## config.mk

```make
export PLATFORM = sky130hd
export DESIGN_NAME = tpdl_host_end_flat
export DESIGN_NICKNAME = d
export VERILOG_FILES = /design/src/hw/tpdl_pkg.sv /design/src/hw/tpdl_link_if.sv /design/src/hw/tpdl_host_end.sv /design/src/flat_wrapper.sv
export SDC_FILE = /design/constraint.sdc
export NUM_CORES = 1
export LEC_CHECK = 0
export BUFFER_PORTS_ARGS = -buffer_cell sky130_fd_sc_hd__buf_2
export CORE_ASPECT_RATIO = 0.8
export CORE_UTILIZATION = 50
export DETAILED_ROUTE_END_ITERATION = 8
export GPL_TIMING_DRIVEN = 0
export PLACE_DENSITY = 0.74
export SETUP_SLACK_MARGIN = 0.15
export SLEW_MARGIN = 40
export SYNTH_ARGS = -nofsm -noshare
export SYNTH_HDL_FRONTEND = slang
export SYNTH_SLANG_ARGS = --single-unit
```

## constraint.sdc

```tcl
create_clock -name clk -period 1.8 [get_ports clk]
set_input_delay 0.36 -clock clk [delete_from_list [all_inputs] [get_ports clk]]
set_output_delay 0.36 -clock clk [all_outputs]
set_load 0.1 [all_outputs]
```

## src/hw/tpdl_pkg.sv

```systemverilog
// Shared constants and types for the parallel DDR transmit lane link
package tpdl_pkg;

	// Lane structure
	localparam int NUM_PAIRS = 3;
	localparam int NUM_CH = 6;
	localparam int LANE_W = 8;
	localparam int WORD_W = 10;
	localparam int FIELD_W = 5;
	localparam int MODE_W = 3;

	// Field positions inside a 10-bit pair word {bit9, bit8, lanes[7:0]}
	localparam int BIT8_POS = 8;
	localparam int BIT9_POS = 9;
	localparam int NIB_EVEN_LSB = 0;
	localparam int NIB_ODD_LSB = 5;

	// Clock index in the clock sample vector: 0 shared, 1..3 pairs C/D..G/H
	localparam int SHARED_CLK_IDX = 0;
	localparam int NUM_CLKS = 4;

	// Interface arrangements, one-hot
	typedef enum logic [MODE_W-1:0] {
		MODE_MUX = 3'h1,
		MODE_NIBBLE = 3'h2,
		MODE_INDEP = 3'h4
	} tpdl_mode_e;

	// Timing of the link clock made by the protocol-device end
	localparam int CLK_PERIOD_NS = 50;
	localparam int LINK_PERIOD_NS = 400;
	localparam int LINK_HALF_CYC = LINK_PERIOD_NS / CLK_PERIOD_NS / 2;

	// Reset values
	localparam logic [WORD_W-1:0] WORD_RESET = 10'h000;

	// Raw 10-bit word to {kchar, word}: with the encoder, K rides in bit 8
	function automatic logic [WORD_W:0] tpdl_decode(
		input logic [WORD_W-1:0] raw,
		input logic encoder_sel
	);
		if (encoder_sel) begin
			tpdl_decode = {raw[BIT8_POS], 2'h0, raw[LANE_W-1:0]};
		end else begin
			tpdl_decode = {1'b0, raw};
		end
	endfunction : tpdl_decode

endpackage : tpdl_pkg

```

## src/hw/tpdl_link_if.sv

```systemverilog
// Pin-level link between the protocol device and the transceiver input
`timescale 1ns/1ps
interface tpdl_link_if;
	import tpdl_pkg::*;

	logic shared_tx_clock;
	logic pair_cd_tx_clock;
	logic pair_ef_tx_clock;
	logic pair_gh_tx_clock;
	logic [LANE_W-1:0] pair_cd_tx_lanes;
	logic pair_cd_bit8_lane;
	logic pair_cd_bit9_lane;
	logic [LANE_W-1:0] pair_ef_tx_lanes;
	logic pair_ef_bit8_lane;
	logic pair_ef_bit9_lane;
	logic [LANE_W-1:0] pair_gh_tx_lanes;
	logic pair_gh_bit8_lane;
	logic pair_gh_bit9_lane;
	logic [MODE_W-1:0] arrangement;
	logic encoder_sel;

	modport dev (
		input shared_tx_clock, pair_cd_tx_clock, pair_ef_tx_clock,
		input pair_gh_tx_clock,
		input pair_cd_tx_lanes, pair_cd_bit8_lane, pair_cd_bit9_lane,
		input pair_ef_tx_lanes, pair_ef_bit8_lane, pair_ef_bit9_lane,
		input pair_gh_tx_lanes, pair_gh_bit8_lane, pair_gh_bit9_lane,
		input arrangement, encoder_sel
	);

	modport host (
		output shared_tx_clock, pair_cd_tx_clock, pair_ef_tx_clock,
		output pair_gh_tx_clock,
		output pair_cd_tx_lanes, pair_cd_bit8_lane, pair_cd_bit9_lane,
		output pair_ef_tx_lanes, pair_ef_bit8_lane, pair_ef_bit9_lane,
		output pair_gh_tx_lanes, pair_gh_bit8_lane, pair_gh_bit9_lane,
		output arrangement, encoder_sel
	);

endinterface : tpdl_link_if

```

## src/hw/tpdl_host_end.sv

```systemverilog
// Protocol-device end: makes the link clock and drives DDR lane data
`timescale 1ns/1ps
module tpdl_host_end #(
	parameter int HALF_CYC = tpdl_pkg::LINK_HALF_CYC
) (
	// Clock and reset
	input wire logic clk,
	input wire logic rst,
	// Link pins
	tpdl_link_if.host link,
	// Configuration, taken once per link period
	input wire logic [tpdl_pkg::MODE_W-1:0] cfg_arrangement,
	input wire logic cfg_encoder_sel,
	// Channel words C..H, index 0..5
	input wire logic [tpdl_pkg::NUM_CH-1:0][tpdl_pkg::WORD_W-1:0] ch_word_in,
	input wire logic [tpdl_pkg::NUM_CH-1:0] ch_kchar_in,
	output logic word_taken
);
	import tpdl_pkg::*;

	localparam int PERIOD = 2 * HALF_CYC;
	localparam int CNT_W = $clog2(PERIOD);
	localparam logic [CNT_W-1:0] CNT_LAST = CNT_W'(PERIOD - 1);
	localparam logic [CNT_W-1:0] CNT_RISE_DATA = CNT_W'(0);
	localparam logic [CNT_W-1:0] CNT_RISE_EDGE = CNT_W'(HALF_CYC / 2);
	localparam logic [CNT_W-1:0] CNT_FALL_DATA = CNT_W'(HALF_CYC);
	localparam logic [CNT_W-1:0] CNT_FALL_EDGE = CNT_W'(HALF_CYC + HALF_CYC / 2);

	typedef struct packed {
		logic [CNT_W-1:0] cnt;
		logic [NUM_CH-1:0][WORD_W-1:0] word;
		logic [NUM_CH-1:0] kchar;
		logic [MODE_W-1:0] mode;
		logic code;
		logic link_clk;
		logic [NUM_PAIRS-1:0][WORD_W-1:0] pins;
		logic taken;
	} tpdl_host_state_s;

	tpdl_host_state_s s;
	tpdl_host_state_s next_s;

	// Pin pattern of one pair for one edge
	function automatic logic [WORD_W-1:0] pair_pins(
		input logic [MODE_W-1:0] mode,
		input logic code,
		input logic [WORD_W-1:0] even_w,
		input logic even_k,
		input logic [WORD_W-1:0] odd_w,
		input logic odd_k,
		input logic rising
	);
		logic [WORD_W-1:0] ew;
		logic [WORD_W-1:0] ow;
		ew = code ? {1'b0, even_k, even_w[LANE_W-1:0]} : even_w;
		ow = code ? {1'b0, odd_k, odd_w[LANE_W-1:0]} : odd_w;
		if (mode == MODE_NIBBLE) begin
			// Upper half of each word goes first, on the rising edge
			if (rising) begin
				pair_pins = {ow[9:5], ew[9:5]};
			end else begin
				pair_pins = {ow[4:0], ew[4:0]};
			end
		end else begin
			pair_pins = rising ? ow : ew;
		end
	endfunction : pair_pins

	always_comb begin
		next_s = s;
		next_s.taken = 1'b0;
		next_s.cnt = (s.cnt == CNT_LAST) ? '0 : s.cnt + 1'b1;
		// Config and words only change between periods
		if (s.cnt == CNT_LAST) begin
			next_s.word = ch_word_in;
			next_s.kchar = ch_kchar_in;
			next_s.mode = cfg_arrangement;
			next_s.code = cfg_encoder_sel;
			next_s.taken = 1'b1;
		end
		// Data is set up half a half-period ahead of each edge
		if (s.cnt == CNT_RISE_EDGE) begin
			next_s.link_clk = 1'b1;
		end
		if (s.cnt == CNT_FALL_EDGE) begin
			next_s.link_clk = 1'b0;
		end
		for (int p = 0; p < NUM_PAIRS; p++) begin
			if (s.cnt == CNT_RISE_DATA || s.cnt == CNT_FALL_DATA) begin
				next_s.pins[p] = pair_pins(s.mode, s.code,
					s.word[2*p], s.kchar[2*p],
					s.word[2*p+1], s.kchar[2*p+1],
					s.cnt == CNT_RISE_DATA);
			end
		end
	end

	always_ff @(posedge clk) begin
		if (rst) begin
			s <= '0;
		end else begin
			s <= next_s;
		end
	end

	// One divider feeds every clock pin, so any arrangement is served
	assign link.shared_tx_clock = s.link_clk;
	assign link.pair_cd_tx_clock = s.link_clk;
	assign link.pair_ef_tx_clock = s.link_clk;
	assign link.pair_gh_tx_clock = s.link_clk;
	assign link.pair_cd_tx_lanes = s.pins[0][LANE_W-1:0];
	assign link.pair_cd_bit8_lane = s.pins[0][BIT8_POS];
	assign link.pair_cd_bit9_lane = s.pins[0][BIT9_POS];
	assign link.pair_ef_tx_lanes = s.pins[1][LANE_W-1:0];
	assign link.pair_ef_bit8_lane = s.pins[1][BIT8_POS];
	assign link.pair_ef_bit9_lane = s.pins[1][BIT9_POS];
	assign link.pair_gh_tx_lanes = s.pins[2][LANE_W-1:0];
	assign link.pair_gh_bit8_lane = s.pins[2][BIT8_POS];
	assign link.pair_gh_bit9_lane = s.pins[2][BIT9_POS];
	assign link.arrangement = s.mode;
	assign link.encoder_sel = s.code;
	assign word_taken = s.taken;

endmodule : tpdl_host_end

```

## src/flat_wrapper.sv

```systemverilog
// flat-port wrapper written by rule: the top's interface ports become plain ports
module tpdl_host_end_flat import tpdl_pkg::*;
#(
	parameter int HALF_CYC = tpdl_pkg::LINK_HALF_CYC
)
  (clk, rst, cfg_arrangement, cfg_encoder_sel, ch_word_in, ch_kchar_in, word_taken, link_shared_tx_clock, link_pair_cd_tx_clock, link_pair_ef_tx_clock, link_pair_gh_tx_clock, link_pair_cd_tx_lanes, link_pair_cd_bit8_lane, link_pair_cd_bit9_lane, link_pair_ef_tx_lanes, link_pair_ef_bit8_lane, link_pair_ef_bit9_lane, link_pair_gh_tx_lanes, link_pair_gh_bit8_lane, link_pair_gh_bit9_lane, link_arrangement, link_encoder_sel);
  tpdl_link_if link_i ();
  input wire logic clk;
  input wire logic rst;
  input wire logic [tpdl_pkg::MODE_W-1:0] cfg_arrangement;
  input wire logic cfg_encoder_sel;
  input wire logic [tpdl_pkg::NUM_CH-1:0][tpdl_pkg::WORD_W-1:0] ch_word_in;
  input wire logic [tpdl_pkg::NUM_CH-1:0] ch_kchar_in;
  output logic word_taken;
  output wire logic [$bits(link_i.shared_tx_clock)-1:0] link_shared_tx_clock;
  output wire logic [$bits(link_i.pair_cd_tx_clock)-1:0] link_pair_cd_tx_clock;
  output wire logic [$bits(link_i.pair_ef_tx_clock)-1:0] link_pair_ef_tx_clock;
  output wire logic [$bits(link_i.pair_gh_tx_clock)-1:0] link_pair_gh_tx_clock;
  output wire logic [$bits(link_i.pair_cd_tx_lanes)-1:0] link_pair_cd_tx_lanes;
  output wire logic [$bits(link_i.pair_cd_bit8_lane)-1:0] link_pair_cd_bit8_lane;
  output wire logic [$bits(link_i.pair_cd_bit9_lane)-1:0] link_pair_cd_bit9_lane;
  output wire logic [$bits(link_i.pair_ef_tx_lanes)-1:0] link_pair_ef_tx_lanes;
  output wire logic [$bits(link_i.pair_ef_bit8_lane)-1:0] link_pair_ef_bit8_lane;
  output wire logic [$bits(link_i.pair_ef_bit9_lane)-1:0] link_pair_ef_bit9_lane;
  output wire logic [$bits(link_i.pair_gh_tx_lanes)-1:0] link_pair_gh_tx_lanes;
  output wire logic [$bits(link_i.pair_gh_bit8_lane)-1:0] link_pair_gh_bit8_lane;
  output wire logic [$bits(link_i.pair_gh_bit9_lane)-1:0] link_pair_gh_bit9_lane;
  output wire logic [$bits(link_i.arrangement)-1:0] link_arrangement;
  output wire logic [$bits(link_i.encoder_sel)-1:0] link_encoder_sel;
  assign link_shared_tx_clock = link_i.shared_tx_clock;
  assign link_pair_cd_tx_clock = link_i.pair_cd_tx_clock;
  assign link_pair_ef_tx_clock = link_i.pair_ef_tx_clock;
  assign link_pair_gh_tx_clock = link_i.pair_gh_tx_clock;
  assign link_pair_cd_tx_lanes = link_i.pair_cd_tx_lanes;
  assign link_pair_cd_bit8_lane = link_i.pair_cd_bit8_lane;
  assign link_pair_cd_bit9_lane = link_i.pair_cd_bit9_lane;
  assign link_pair_ef_tx_lanes = link_i.pair_ef_tx_lanes;
  assign link_pair_ef_bit8_lane = link_i.pair_ef_bit8_lane;
  assign link_pair_ef_bit9_lane = link_i.pair_ef_bit9_lane;
  assign link_pair_gh_tx_lanes = link_i.pair_gh_tx_lanes;
  assign link_pair_gh_bit8_lane = link_i.pair_gh_bit8_lane;
  assign link_pair_gh_bit9_lane = link_i.pair_gh_bit9_lane;
  assign link_arrangement = link_i.arrangement;
  assign link_encoder_sel = link_i.encoder_sel;
  tpdl_host_end #(.HALF_CYC(HALF_CYC)) u_core (.clk(clk), .rst(rst), .link(link_i), .cfg_arrangement(cfg_arrangement), .cfg_encoder_sel(cfg_encoder_sel), .ch_word_in(ch_word_in), .ch_kchar_in(ch_kchar_in), .word_taken(word_taken));
endmodule
```

---- Word level (Yosys, flattened, before mapping) ----
Cells that the tools add are included.
storage, ports and cells
  word-level logic and storage cells ...... 41
  output and inout port bits .............. 39
  input bits .............................. 72
  register bits after elaboration ......... 105
cells by class
  multiplexer cells ....................... 16
  equality and inequality tests ........... 5
  add/sub/neg operators ................... 1
  reduce and logical (&&, ||, !) cells .... 4
operator list
  cell                                                             count
  10-bit two-way mux                                               15
  3-bit == test, second input constant                             3
  3-bit by 2-bit == test with 1-bit output, second input constant  2
  2-bit OR reduction                                               2
  3-bit by 1-bit adder with 3-bit output, second input constant    1
  3-bit logical NOT                                                1
  1-bit logical OR                                                 1
  1-bit two-way mux                                                1

---- Longest topological paths before layout ----
Gate-level depths: netlist (run 1).
  word-level depth ........................ 3
  gate-level depth with buffers ........... 6
  depth with buffers taken out ............ 5

---- Worst setup path before layout (run 1) ----
Ideal clock, no wire load.
  path kind ............................... register to register
  start point ............................. register u_core.s, in the netlist u_core.link.encoder_sel
  end point ............................... register u_core.s, in the netlist u_core.link.pair_gh_bit8_lane
  clock period less this slack ............ 2.004 ns
  stages on the path, launching flop included .. 5
  slack ................................... -0.204 ns
  arrival ................................. 1.878 ns
  data required time ...................... 1.674 ns
  path buffers ............................ 1
  path through ............................ dfxtp_1 buf_2 mux2_2 mux2i_1 a221oi_2
on the way
  word-level cells in the longest chain between the ends .. 3
  elaborated cells on any way between the ends .. 5
  those cells by class .................... 5 x mux
RTL lines
  item                                   line                                      text
  from (decl)                            tpdl_host_end.sv:40                       tpdl_host_state_s s;
  from (signal assigned)                 tpdl_host_end.sv:102                      s <= next_s;
  10-bit two-way mux (on tied branches)  tpdl_host_end.sv:55, tpdl_host_end.sv:56
  10-bit two-way mux (on tied branches)  tpdl_host_end.sv:65, tpdl_host_end.sv:59
  10-bit two-way mux (*)                 tpdl_host_end.sv:57                       if (mode == MODE_NIBBLE) begin
Every way passes the cells marked *; elsewhere a longest branch is shown, timed or not.
A chain may end at the register's enable or synchronous reset.

---- Worst setup path in the final report (run 1) ----
  start point ............................. register u_core.s[102] (netlist bit)
  end point ............................... register u_core.s, in the netlist u_core.link.pair_gh_tx_lanes[1]
on the way
  word-level cells in the longest chain between the ends .. 3
  elaborated cells on any way between the ends .. 6
  those cells by class .................... 1 x eq/ne; 3 x mux; 2 x reduce/logical
RTL lines
  item                                   line
  3-bit logical NOT                      tpdl_host_end.sv:89, tpdl_host_end.sv:93
  10-bit two-way mux (on tied branches)  tpdl_host_end.sv:65, tpdl_host_end.sv:59
  10-bit two-way mux                     tpdl_host_end.sv:57
Parallel ways exist; a longest one is shown, timed or not.

==> results of run 1 <==
metal layers:
layer | vias to the layer above | global-route usage, % | part of all wire, % | wire, um
li1 | 1814 | - | - | -
met2 | 122 | 42.8 | 46 | 5420
met5 | - | 0 | 0 | 0
met4 | 0 | 7.62 | 0.56 | 66
met3 | 6 | 5.36 | 6.8 | 793
met1 | 1710 | 33.8 | 46 | 5400
power breakdown:
part / internal, W / switching [W]
logic: 0.000187 / 0.000458
registers: 0.00235 / 0.0000252
clock network: 0.00104 / 0.000847
total: 0.00358 / 0.00133
flip-flops by register name, summed over array words and instances (netlist names):
signal and flops:
u_core.link.arrangement 3, u_core.link.encoder_sel 1, u_core.link.pair_cd_bit8_lane 1, u_core.link.pair_cd_bit9_lane 1
u_core.link.pair_cd_tx_clock 1, u_core.link.pair_cd_tx_lanes 8, u_core.link.pair_ef_bit8_lane 1, u_core.link.pair_ef_bit9_lane 1
u_core.link.pair_ef_tx_lanes 8, u_core.link.pair_gh_bit8_lane 1, u_core.link.pair_gh_bit9_lane 1, u_core.link.pair_gh_tx_lanes 8
u_core.s 69, u_core.word_taken 1
worst min-delay path, stage by stage:
cell	delay, ps
sky130_fd_sc_hd__buf_2	70
sky130_fd_sc_hd__mux2i_1	50
sky130_fd_sc_hd__nor2_1	70
per-stage QoR:
step,hold slack [ps],worst slack (ps),area (um2)
after floorplan,427,139,4590
after detailed placement,447,-111,5280
final,244,200,5640
after CTS,240,151,5600
after global routing,249,115,5640
after global placement,444,-83.9,5280
area by class of cell:
type                            count  area [um2]  share of cell area [%]
Multi-Input combinational cell    289        2120                    37.6
Timing Repair Buffer              110         561                    9.93
Inverter                            2        7.51                   0.133
Clock buffer                       13         270                    4.79
Sequential cell                   105        2110                    37.3
Tap cell                          112         140                    2.48
Clock inverter                      2        12.5                   0.222
Buffer                             64         423                    7.49
cells in the final DEF (no fill, tap or decap), types with 4 or more instances in the layout:
cell type and instances:
sky130_fd_sc_hd__a31oi_1 24, sky130_fd_sc_hd__nor2_1 74, sky130_fd_sc_hd__buf_4 43, sky130_fd_sc_hd__clkbuf_2 4
sky130_fd_sc_hd__o22ai_1 24, sky130_fd_sc_hd__clkbuf_16 9, sky130_fd_sc_hd__nor2b_1 28, sky130_fd_sc_hd__clkbuf_1 10
sky130_fd_sc_hd__clkbuf_4 5, sky130_fd_sc_hd__dfxtp_1 102, sky130_fd_sc_hd__ha_1 4, sky130_fd_sc_hd__buf_2 110
sky130_fd_sc_hd__mux2i_1 100
what timing repair did:
item / in CTS / in global routing
buffers inserted: 0 / 1
cloned: 0 / 0
pin swaps: 0 / 1
gates resized for setup: 20 / 16
endpoints found under the setup margin: 88 / 53
hold endpoints to repair: 0 / 0
cells in the mapped netlist:
library cell	number	area, um2
sky130_fd_sc_hd__dfxtp_1	105	2100
sky130_fd_sc_hd__mux2i_1	100	1000
sky130_fd_sc_hd__nor2_1	74	278
sky130_fd_sc_hd__buf_4	34	255
sky130_fd_sc_hd__nor2b_1	30	188
sky130_fd_sc_hd__a31oi_1	24	150
sky130_fd_sc_hd__o22ai_1	24	150
sky130_fd_sc_hd__clkbuf_1	17	63.8
sky130_fd_sc_hd__buf_2	11	55.1
sky130_fd_sc_hd__ha_1	5	62.6
sky130_fd_sc_hd__a21boi_0	3	22.5
sky130_fd_sc_hd__a221oi_2	3	45.0
sky130_fd_sc_hd__a311oi_1	3	26.3
sky130_fd_sc_hd__mux2_2	3	33.8
sky130_fd_sc_hd__nand3_1	3	15.0
sky130_fd_sc_hd__nor3b_1	3	22.5
sky130_fd_sc_hd__o21bai_1	3	22.5
sky130_fd_sc_hd__and2_1	2	12.5
sky130_fd_sc_hd__buf_1	2	7.51
sky130_fd_sc_hd__inv_1	2	7.51
sky130_fd_sc_hd__nand2_1	2	7.51
sky130_fd_sc_hd__or3b_1	2	17.5
sky130_fd_sc_hd__a211oi_1	1	7.51
sky130_fd_sc_hd__nand2b_1	1	6.26
sky130_fd_sc_hd__nor3_1	1	5.00
sky130_fd_sc_hd__nor3b_4	1	18.8
sky130_fd_sc_hd__or3b_2	1	8.76
cells by family after synthesis:
group / synth area share [%]
compound gates: 9.24
fa+ha+maj: 1.36
buf+inv: 8.47
flops: 45.8
mux: 22.5
simple gates: 12.6
final timing paths:
kind	end	slack [ps]	cells after the start
hold reg to reg	u_core.s[102]	430	1
setup / recovery	u_core.link.pair_gh_tx_lanes[1]	200	6
setup reg to reg	u_core.link.pair_gh_tx_lanes[1]	200	6
hold / removal	u_core.s[93]	240	3
==> results.txt, run 1 <==
----------------------------------------------------
[Timing]
  Worst relative slew slack ... 60.1%
  Skew final ... 12.4 ps
  Final-report max-slew violation count ... 0
  Peak Freq ... 625 MHz
  Min cycle time layout ... 1600 ps
  Share of the clock period used by the worst path ... 88.9%
  Actual slew at the worst max-slew pin ... 598 ps
  Hold Violations, Final ... 0
  Final setup violation count ... 0
  RSZ-0062 raised after global routing ... true
  Setup Total Neg Slack ... 0 ps

[Setup path]
  Master of the slowest instance on the critical path ... sky130_fd_sc_hd__dfxtp_2
  Family with the most delay on the worst path ... simple AND/OR/NAND/NOR gates
  Delay of the slowest cell on the worst path ... 330 ps
  Number of buffer and inverter instances along the worst setup path ... 2
  Arrival time reported for the critical path endpoint ... 1870 ps
  Setup Crit Path Kind ... flop to flop
  Reg-to-reg startpoint ... u_core.s[102]
  Critical path launch point ... u_core.s[102]
  Setup crit start kind ... flop
  Kind of capture point of the worst setup path ... flop
  Critical path required time ... 2070 ps
  Maximum fanout encountered on the critical timing path ... 10
  Critical Path, Cell by Cell ... inv_1, ha_2, nor2b_2, nand2_2, clkbuf_4, o22ai_1

[Clock network]
  Total clock buffers created by CTS ... 9
  Deepest level of the CTS H-tree ... 3
  Clock tree from TritonCTS ... built
  Maximum count of clock buffers along a single path ... 2
  Clock latency of the later-clocked register in the worst-skew pair ... 350 ps
  Root Driver ... sky130_fd_sc_hd__clkbuf_16
  Clock transition at path regs ... 70 ps
  Hold buffers post-CTS ... 0
  Total clock sinks ... 105

[Logic synthesis]
  Portion of the post-synthesis area used by sequential elements ... 45.8%
  Seq cells post-synth ... 105
  Cell area after technology mapping ... 4590 um2
  Mean post-synth cell area ... 9.98 um2
  Total nets after synthesis ... 537
  Ys Warns ... 0
  Number of distinct library cells after synthesis ... 27
  Gate Count Post-Synth ... 460

[Detailed routing]
  Final wirelength ... 11700 um
  Post-route DRC violation count ... 0
  Wire per inst ... 16.8 um
  Total via count in the routed design ... 3652
  Avg Vias per Cell ... 5.24
  Pre-Repair DR Iteration Count ... 4
  Count of nets left with antenna violations after detail routing ... 0
  Drt first-iter violations ... 218

[Floorplanning]
  Number of I/O pins ... 111
  Chip height ... 87.7 um
  Starting utilization of the core area ... 52.7%
  Die area ... 9570 um2
  Die Wd ... 109 um
  Count of standard-cell rows ... 30
  Core area ... 8710 um2

[Global routing]
  Antenna violations before repair ... 0
  Congestion Overflow GR ... 0
  Vias in the first global route ... 3659
  Global-route wire length before repair ... 18400 um
  Total global routing track utilization ... 25.8%
  Pin count of the biggest net entering global routing ... 16

[Run]
  Maxcap violations ... 0

[Pwr]
  P per Cell Area ... 871 nW/um2
  Leakage ... 2.24 nW
  Power Total ... 0.00491 W
  VDD IR-drop max ... 664 uV

[Placement]
  Inst Count DP ... 681
  Final estimated routing congestion in global placement ... 0.781
  Port-buffer cells ... 109
  HPWL after DPL ... 8400 um

[Finish]
  Number of diodes ... 0
  Share of cells above drive strength 1 ... 33.2%
  Number of non-filler instances in the completed layout ... 697
  NumNets Final ... 658
  End-of-flow core utilization ... 64.8%
  Area growth from synthesis to layout ... 22.9%
  Fill cell instance count of the final layout ... 784

[Outcome]
  Result of the run ... finished clean

[Hold path]
  Launch point of the worst hold path ... ch_word_in[51]
  Hold Path Class ... input port to flop

----------------------------------------------------
No activity file was read; power rests on OpenSTA's default activity.
==> run 2: changes to the inputs <==
- ABC_AREA: default -> 1
==> results.txt, run 2 <==
----------------------------------------------------
[Outcome]
  Result of the run ... finished, violations left
  Violations in the final reports ... DRC

[Logic synthesis]
  Seq cells post-synth ... 105 (unchanged)
  Share of flip-flops with an asynchronous set or reset after synthesis ... 0% (unchanged)
  Most numerous cell types in the synthesized netlist ... sky130_fd_sc_hd__nand2_1 (204), sky130_fd_sc_hd__dfxtp_1 (105), sky130_fd_sc_hd__o21ai_0 (79), sky130_fd_sc_hd__inv_1 (61), sky130_fd_sc_hd__nand3_1 (48)
  Number of distinct library cells after synthesis ... 23 (-15%)
  Cell area after technology mapping ... 4770 um2 (+3.9%)
  Ys Warns ... 0 (unchanged)
  Gate Count Post-Synth ... 674 (+47%)
  Synth Flop Type ... sky130_fd_sc_hd__dfxtp_1
  Portion of the post-synthesis area used by sequential elements ... 44.1% (-1.7 points)
  Total nets after synthesis ... 751 (+40%)
  Largest cells by area after synthesis ... sky130_fd_sc_hd__dfxtp_1 (44%), sky130_fd_sc_hd__nand2_1 (16%), sky130_fd_sc_hd__o21ai_0 (8.3%)
  Most frequently used cell type in the post-synthesis netlist ... sky130_fd_sc_hd__nand2_1
  Mean post-synth cell area ... 7.08 um2 (-29%)
  Synth area leader ... sky130_fd_sc_hd__dfxtp_1
  Number of synthesized flops with an enable pin ... 0 (unchanged)
  Portion of synthesized cell area occupied by the leading cell type ... 44.1% (-1.7 points)

[Detailed routing]
  Post-route DRC violation count ... 12 (+12)
  Total via count in the routed design ... 4693 (+29%)
  Count of nets left with antenna violations after detail routing ... 0 (unchanged)
  Pre-Repair DR Iteration Count ... 8 (+4)
  Wire per inst ... 14.4 um (-14%)
  Final wirelength ... 13100 um (+12%)
  Drt first-iter violations ... 381 (+75%)
  Avg Vias per Cell ... 5.13 (-2.0%)

[Finish]
  Number of diodes ... 0 (unchanged)
  Share of cells above drive strength 1 ... 25.9% (-7.3 points)
  Largest register FFs ... 69 (unchanged)
  NumNets Final ... 873 (+33%)
  Area growth from synthesis to layout ... 21.3%
  Leading cell type in the layout, fill and taps excluded ... sky130_fd_sc_hd__nand2_1
  Largest register by flop count ... u_core.s
  Most frequent cells in the layout ... sky130_fd_sc_hd__nand2_1 (203), sky130_fd_sc_hd__buf_2 (121), sky130_fd_sc_hd__dfxtp_1 (100)

[Timing]
  Actual slew at the worst max-slew pin ... 514 ps (-83.6 ps)
  Share of the clock period used by the worst path ... 87.5% (-1.4 points)
  Setup Total Neg Slack ... 0 ps (unchanged)
  Peak Freq ... 635 MHz (+1.6%)
  Hold Violations, Final ... 0 (unchanged)
  Skew final ... 7.31 ps (-5.08 ps)
  Worst relative slew slack ... 65.7% (+5.6 points)
  Final-report max-slew violation count ... 0 (unchanged)
  RSZ-0062 raised after global routing ... false
  Final setup violation count ... 0 (unchanged)
  Smallest setup slack after layout ... 226 ps (+25.7 ps)
  Min cycle time layout ... 1570 ps (-25.7 ps)

[Global routing]
  Total global routing track utilization ... 26.8% (+1.1 points)
  Vias in the first global route ... 4181 (+14%)
  Global-route wire length before repair ... 20500 um (+12%)
  Congestion Overflow GR ... 0 (unchanged)
  Antenna violations before repair ... 0 (unchanged)
  Pin count of the biggest net entering global routing ... 16 (unchanged)

[Pwr]
  P per Cell Area ... 973 nW/um2 (+12%)
  VDD IR-drop max ... 472 uV (-29%)
  Leakage ... 2.79 nW (+25%)

[Setup path]
  Master of the slowest instance on the critical path ... sky130_fd_sc_hd__dfxtp_2
  Maximum fanout encountered on the critical timing path ... 10 (unchanged)
  Cell type with the highest occurrence count on the critical path ... sky130_fd_sc_hd__ha_1
  Setup crit start kind ... flop
  Arrival time reported for the critical path endpoint ... 1830 ps (-40 ps)
  Delay of the slowest cell on the worst path ... 330 ps (about the same)
  Setup Crit Path Kind ... flop to flop
  Kind of capture point of the worst setup path ... flop
  Critical path required time ... 2060 ps (about the same)
  Family with the most delay on the worst path ... adder cells
  Number of buffer and inverter instances along the worst setup path ... 2 (unchanged)
  Critical Path, Cell by Cell ... ha_1, ha_1, inv_2, nand2_2, buf_2, o21ai_0

[Floorplanning]
  Die Wd ... 111 um (+1.9%)
  Starting utilization of the core area ... 52.1% (-0.62 points)
  Chip height ... 89.4 um (+1.9%)
  Die area ... 9940 um2 (+3.8%)
  Number of I/O pins ... 111 (unchanged)
  Count of standard-cell rows ... 31 (+3.3%)
  Core area ... 9150 um2 (+5.1%)

[Run]
  Maxcap violations ... 0 (unchanged)

[Placement]
  Post-Place Setup Slack ... 63.2 ps (+174 ps)
  Port-buffer cells ... 109 (unchanged)
  HPWL after DPL ... 9640 um (+15%)
  Final estimated routing congestion in global placement ... 0.862 (+10%)

[Clock network]
  Maximum count of clock buffers along a single path ... 2 (unchanged)
  Clock tree from TritonCTS ... built
  Total clock buffers created by CTS ... 9 (unchanged)
  Root Driver ... sky130_fd_sc_hd__clkbuf_16
  Clock latency of the later-clocked register in the worst-skew pair ... 340 ps (about the same)
  Deepest level of the CTS H-tree ... 3 (unchanged)
  Total clock sinks ... 105 (unchanged)
  Hold buffers post-CTS ... 0 (unchanged)
  Clock transition at path regs ... 70 ps (about the same)

[Hold path]
  Hold Path Class ... input port to flop

----------------------------------------------------
==> run 2: cells by family (layout without fill, tap and decap cells) <==
logic type | count (synthesis) | in the layout | share of synthesized area (%)
simple gates | 303 | 303 | 25.9
buf+inv | 136 | 261 | 15.2
compound gates | 125 | 125 | 13.4
flops | 105 | 105 | 44.1
fa+ha+maj | 5 | 5 | 1.31
==> run 2: final cells by class <==
type	instances	area, um2
flip-flops and latches	105	2110
fillers	851	3370
well taps	115	144
clock buffers	11	243
plain buffers	70	492
multi-input cells	433	1940
repair buffers	111	563
inverters	66	251
clock inverters	3	42.5
==> run 2: worst paths after layout <==
path | start | endpoint | slack [ps] | depth (start not counted)
hold reg to reg | u_core.s[102] | u_core.s[102] | 420 | 1
setup / recovery | u_core.s[102] | u_core.s[75] | 230 | 6
hold / removal | ch_word_in[59] | u_core.s[101] | 200 | 3
setup reg to reg | u_core.s[102] | u_core.s[75] | 230 | 6
==> run 2: routing by layer <==
metal	track usage, %	wire [um]	vias to the layer above
li1	-	-	2337
met1	35.3	5910	2125
met2	44.8	5850	209
met3	4.88	1090	22
met4	9.83	283	0
met5	0	0	-
==> run 2: tightest hold or removal path: stages <==
cell and delay [ps]:
sky130_fd_sc_hd__buf_2 70, sky130_fd_sc_hd__nand2_1 40, sky130_fd_sc_hd__nand2_1 40
==> run 2: timing repair <==
item,in CTS,in global routing
gates resized for setup,5,15
cloned,0,0
endpoints found under the setup margin,48,47
buffers inserted,0,2
==> run 2: stage by stage <==
stage               hold WS, ps  total power, W  std cells  utilization, %  cell area (um2)
floorplan                   417         0.00345        674               -             4770
CTS                         200         0.00562        912            62.9             5750
global route                202         0.00582        914            63.2             5790
finish                      200         0.00563        914            63.2             5790
detailed placement          435         0.00373        898            59.7             5460
global placement            425         0.00372        898            59.7             5460
==> run 2: power by group <==
group / switching (W) / internal [W]
clock network: 0.000819 / 0.00110
logic: 0.000932 / 0.000331
registers: 0.0000469 / 0.00240
total: 0.00180 / 0.00384
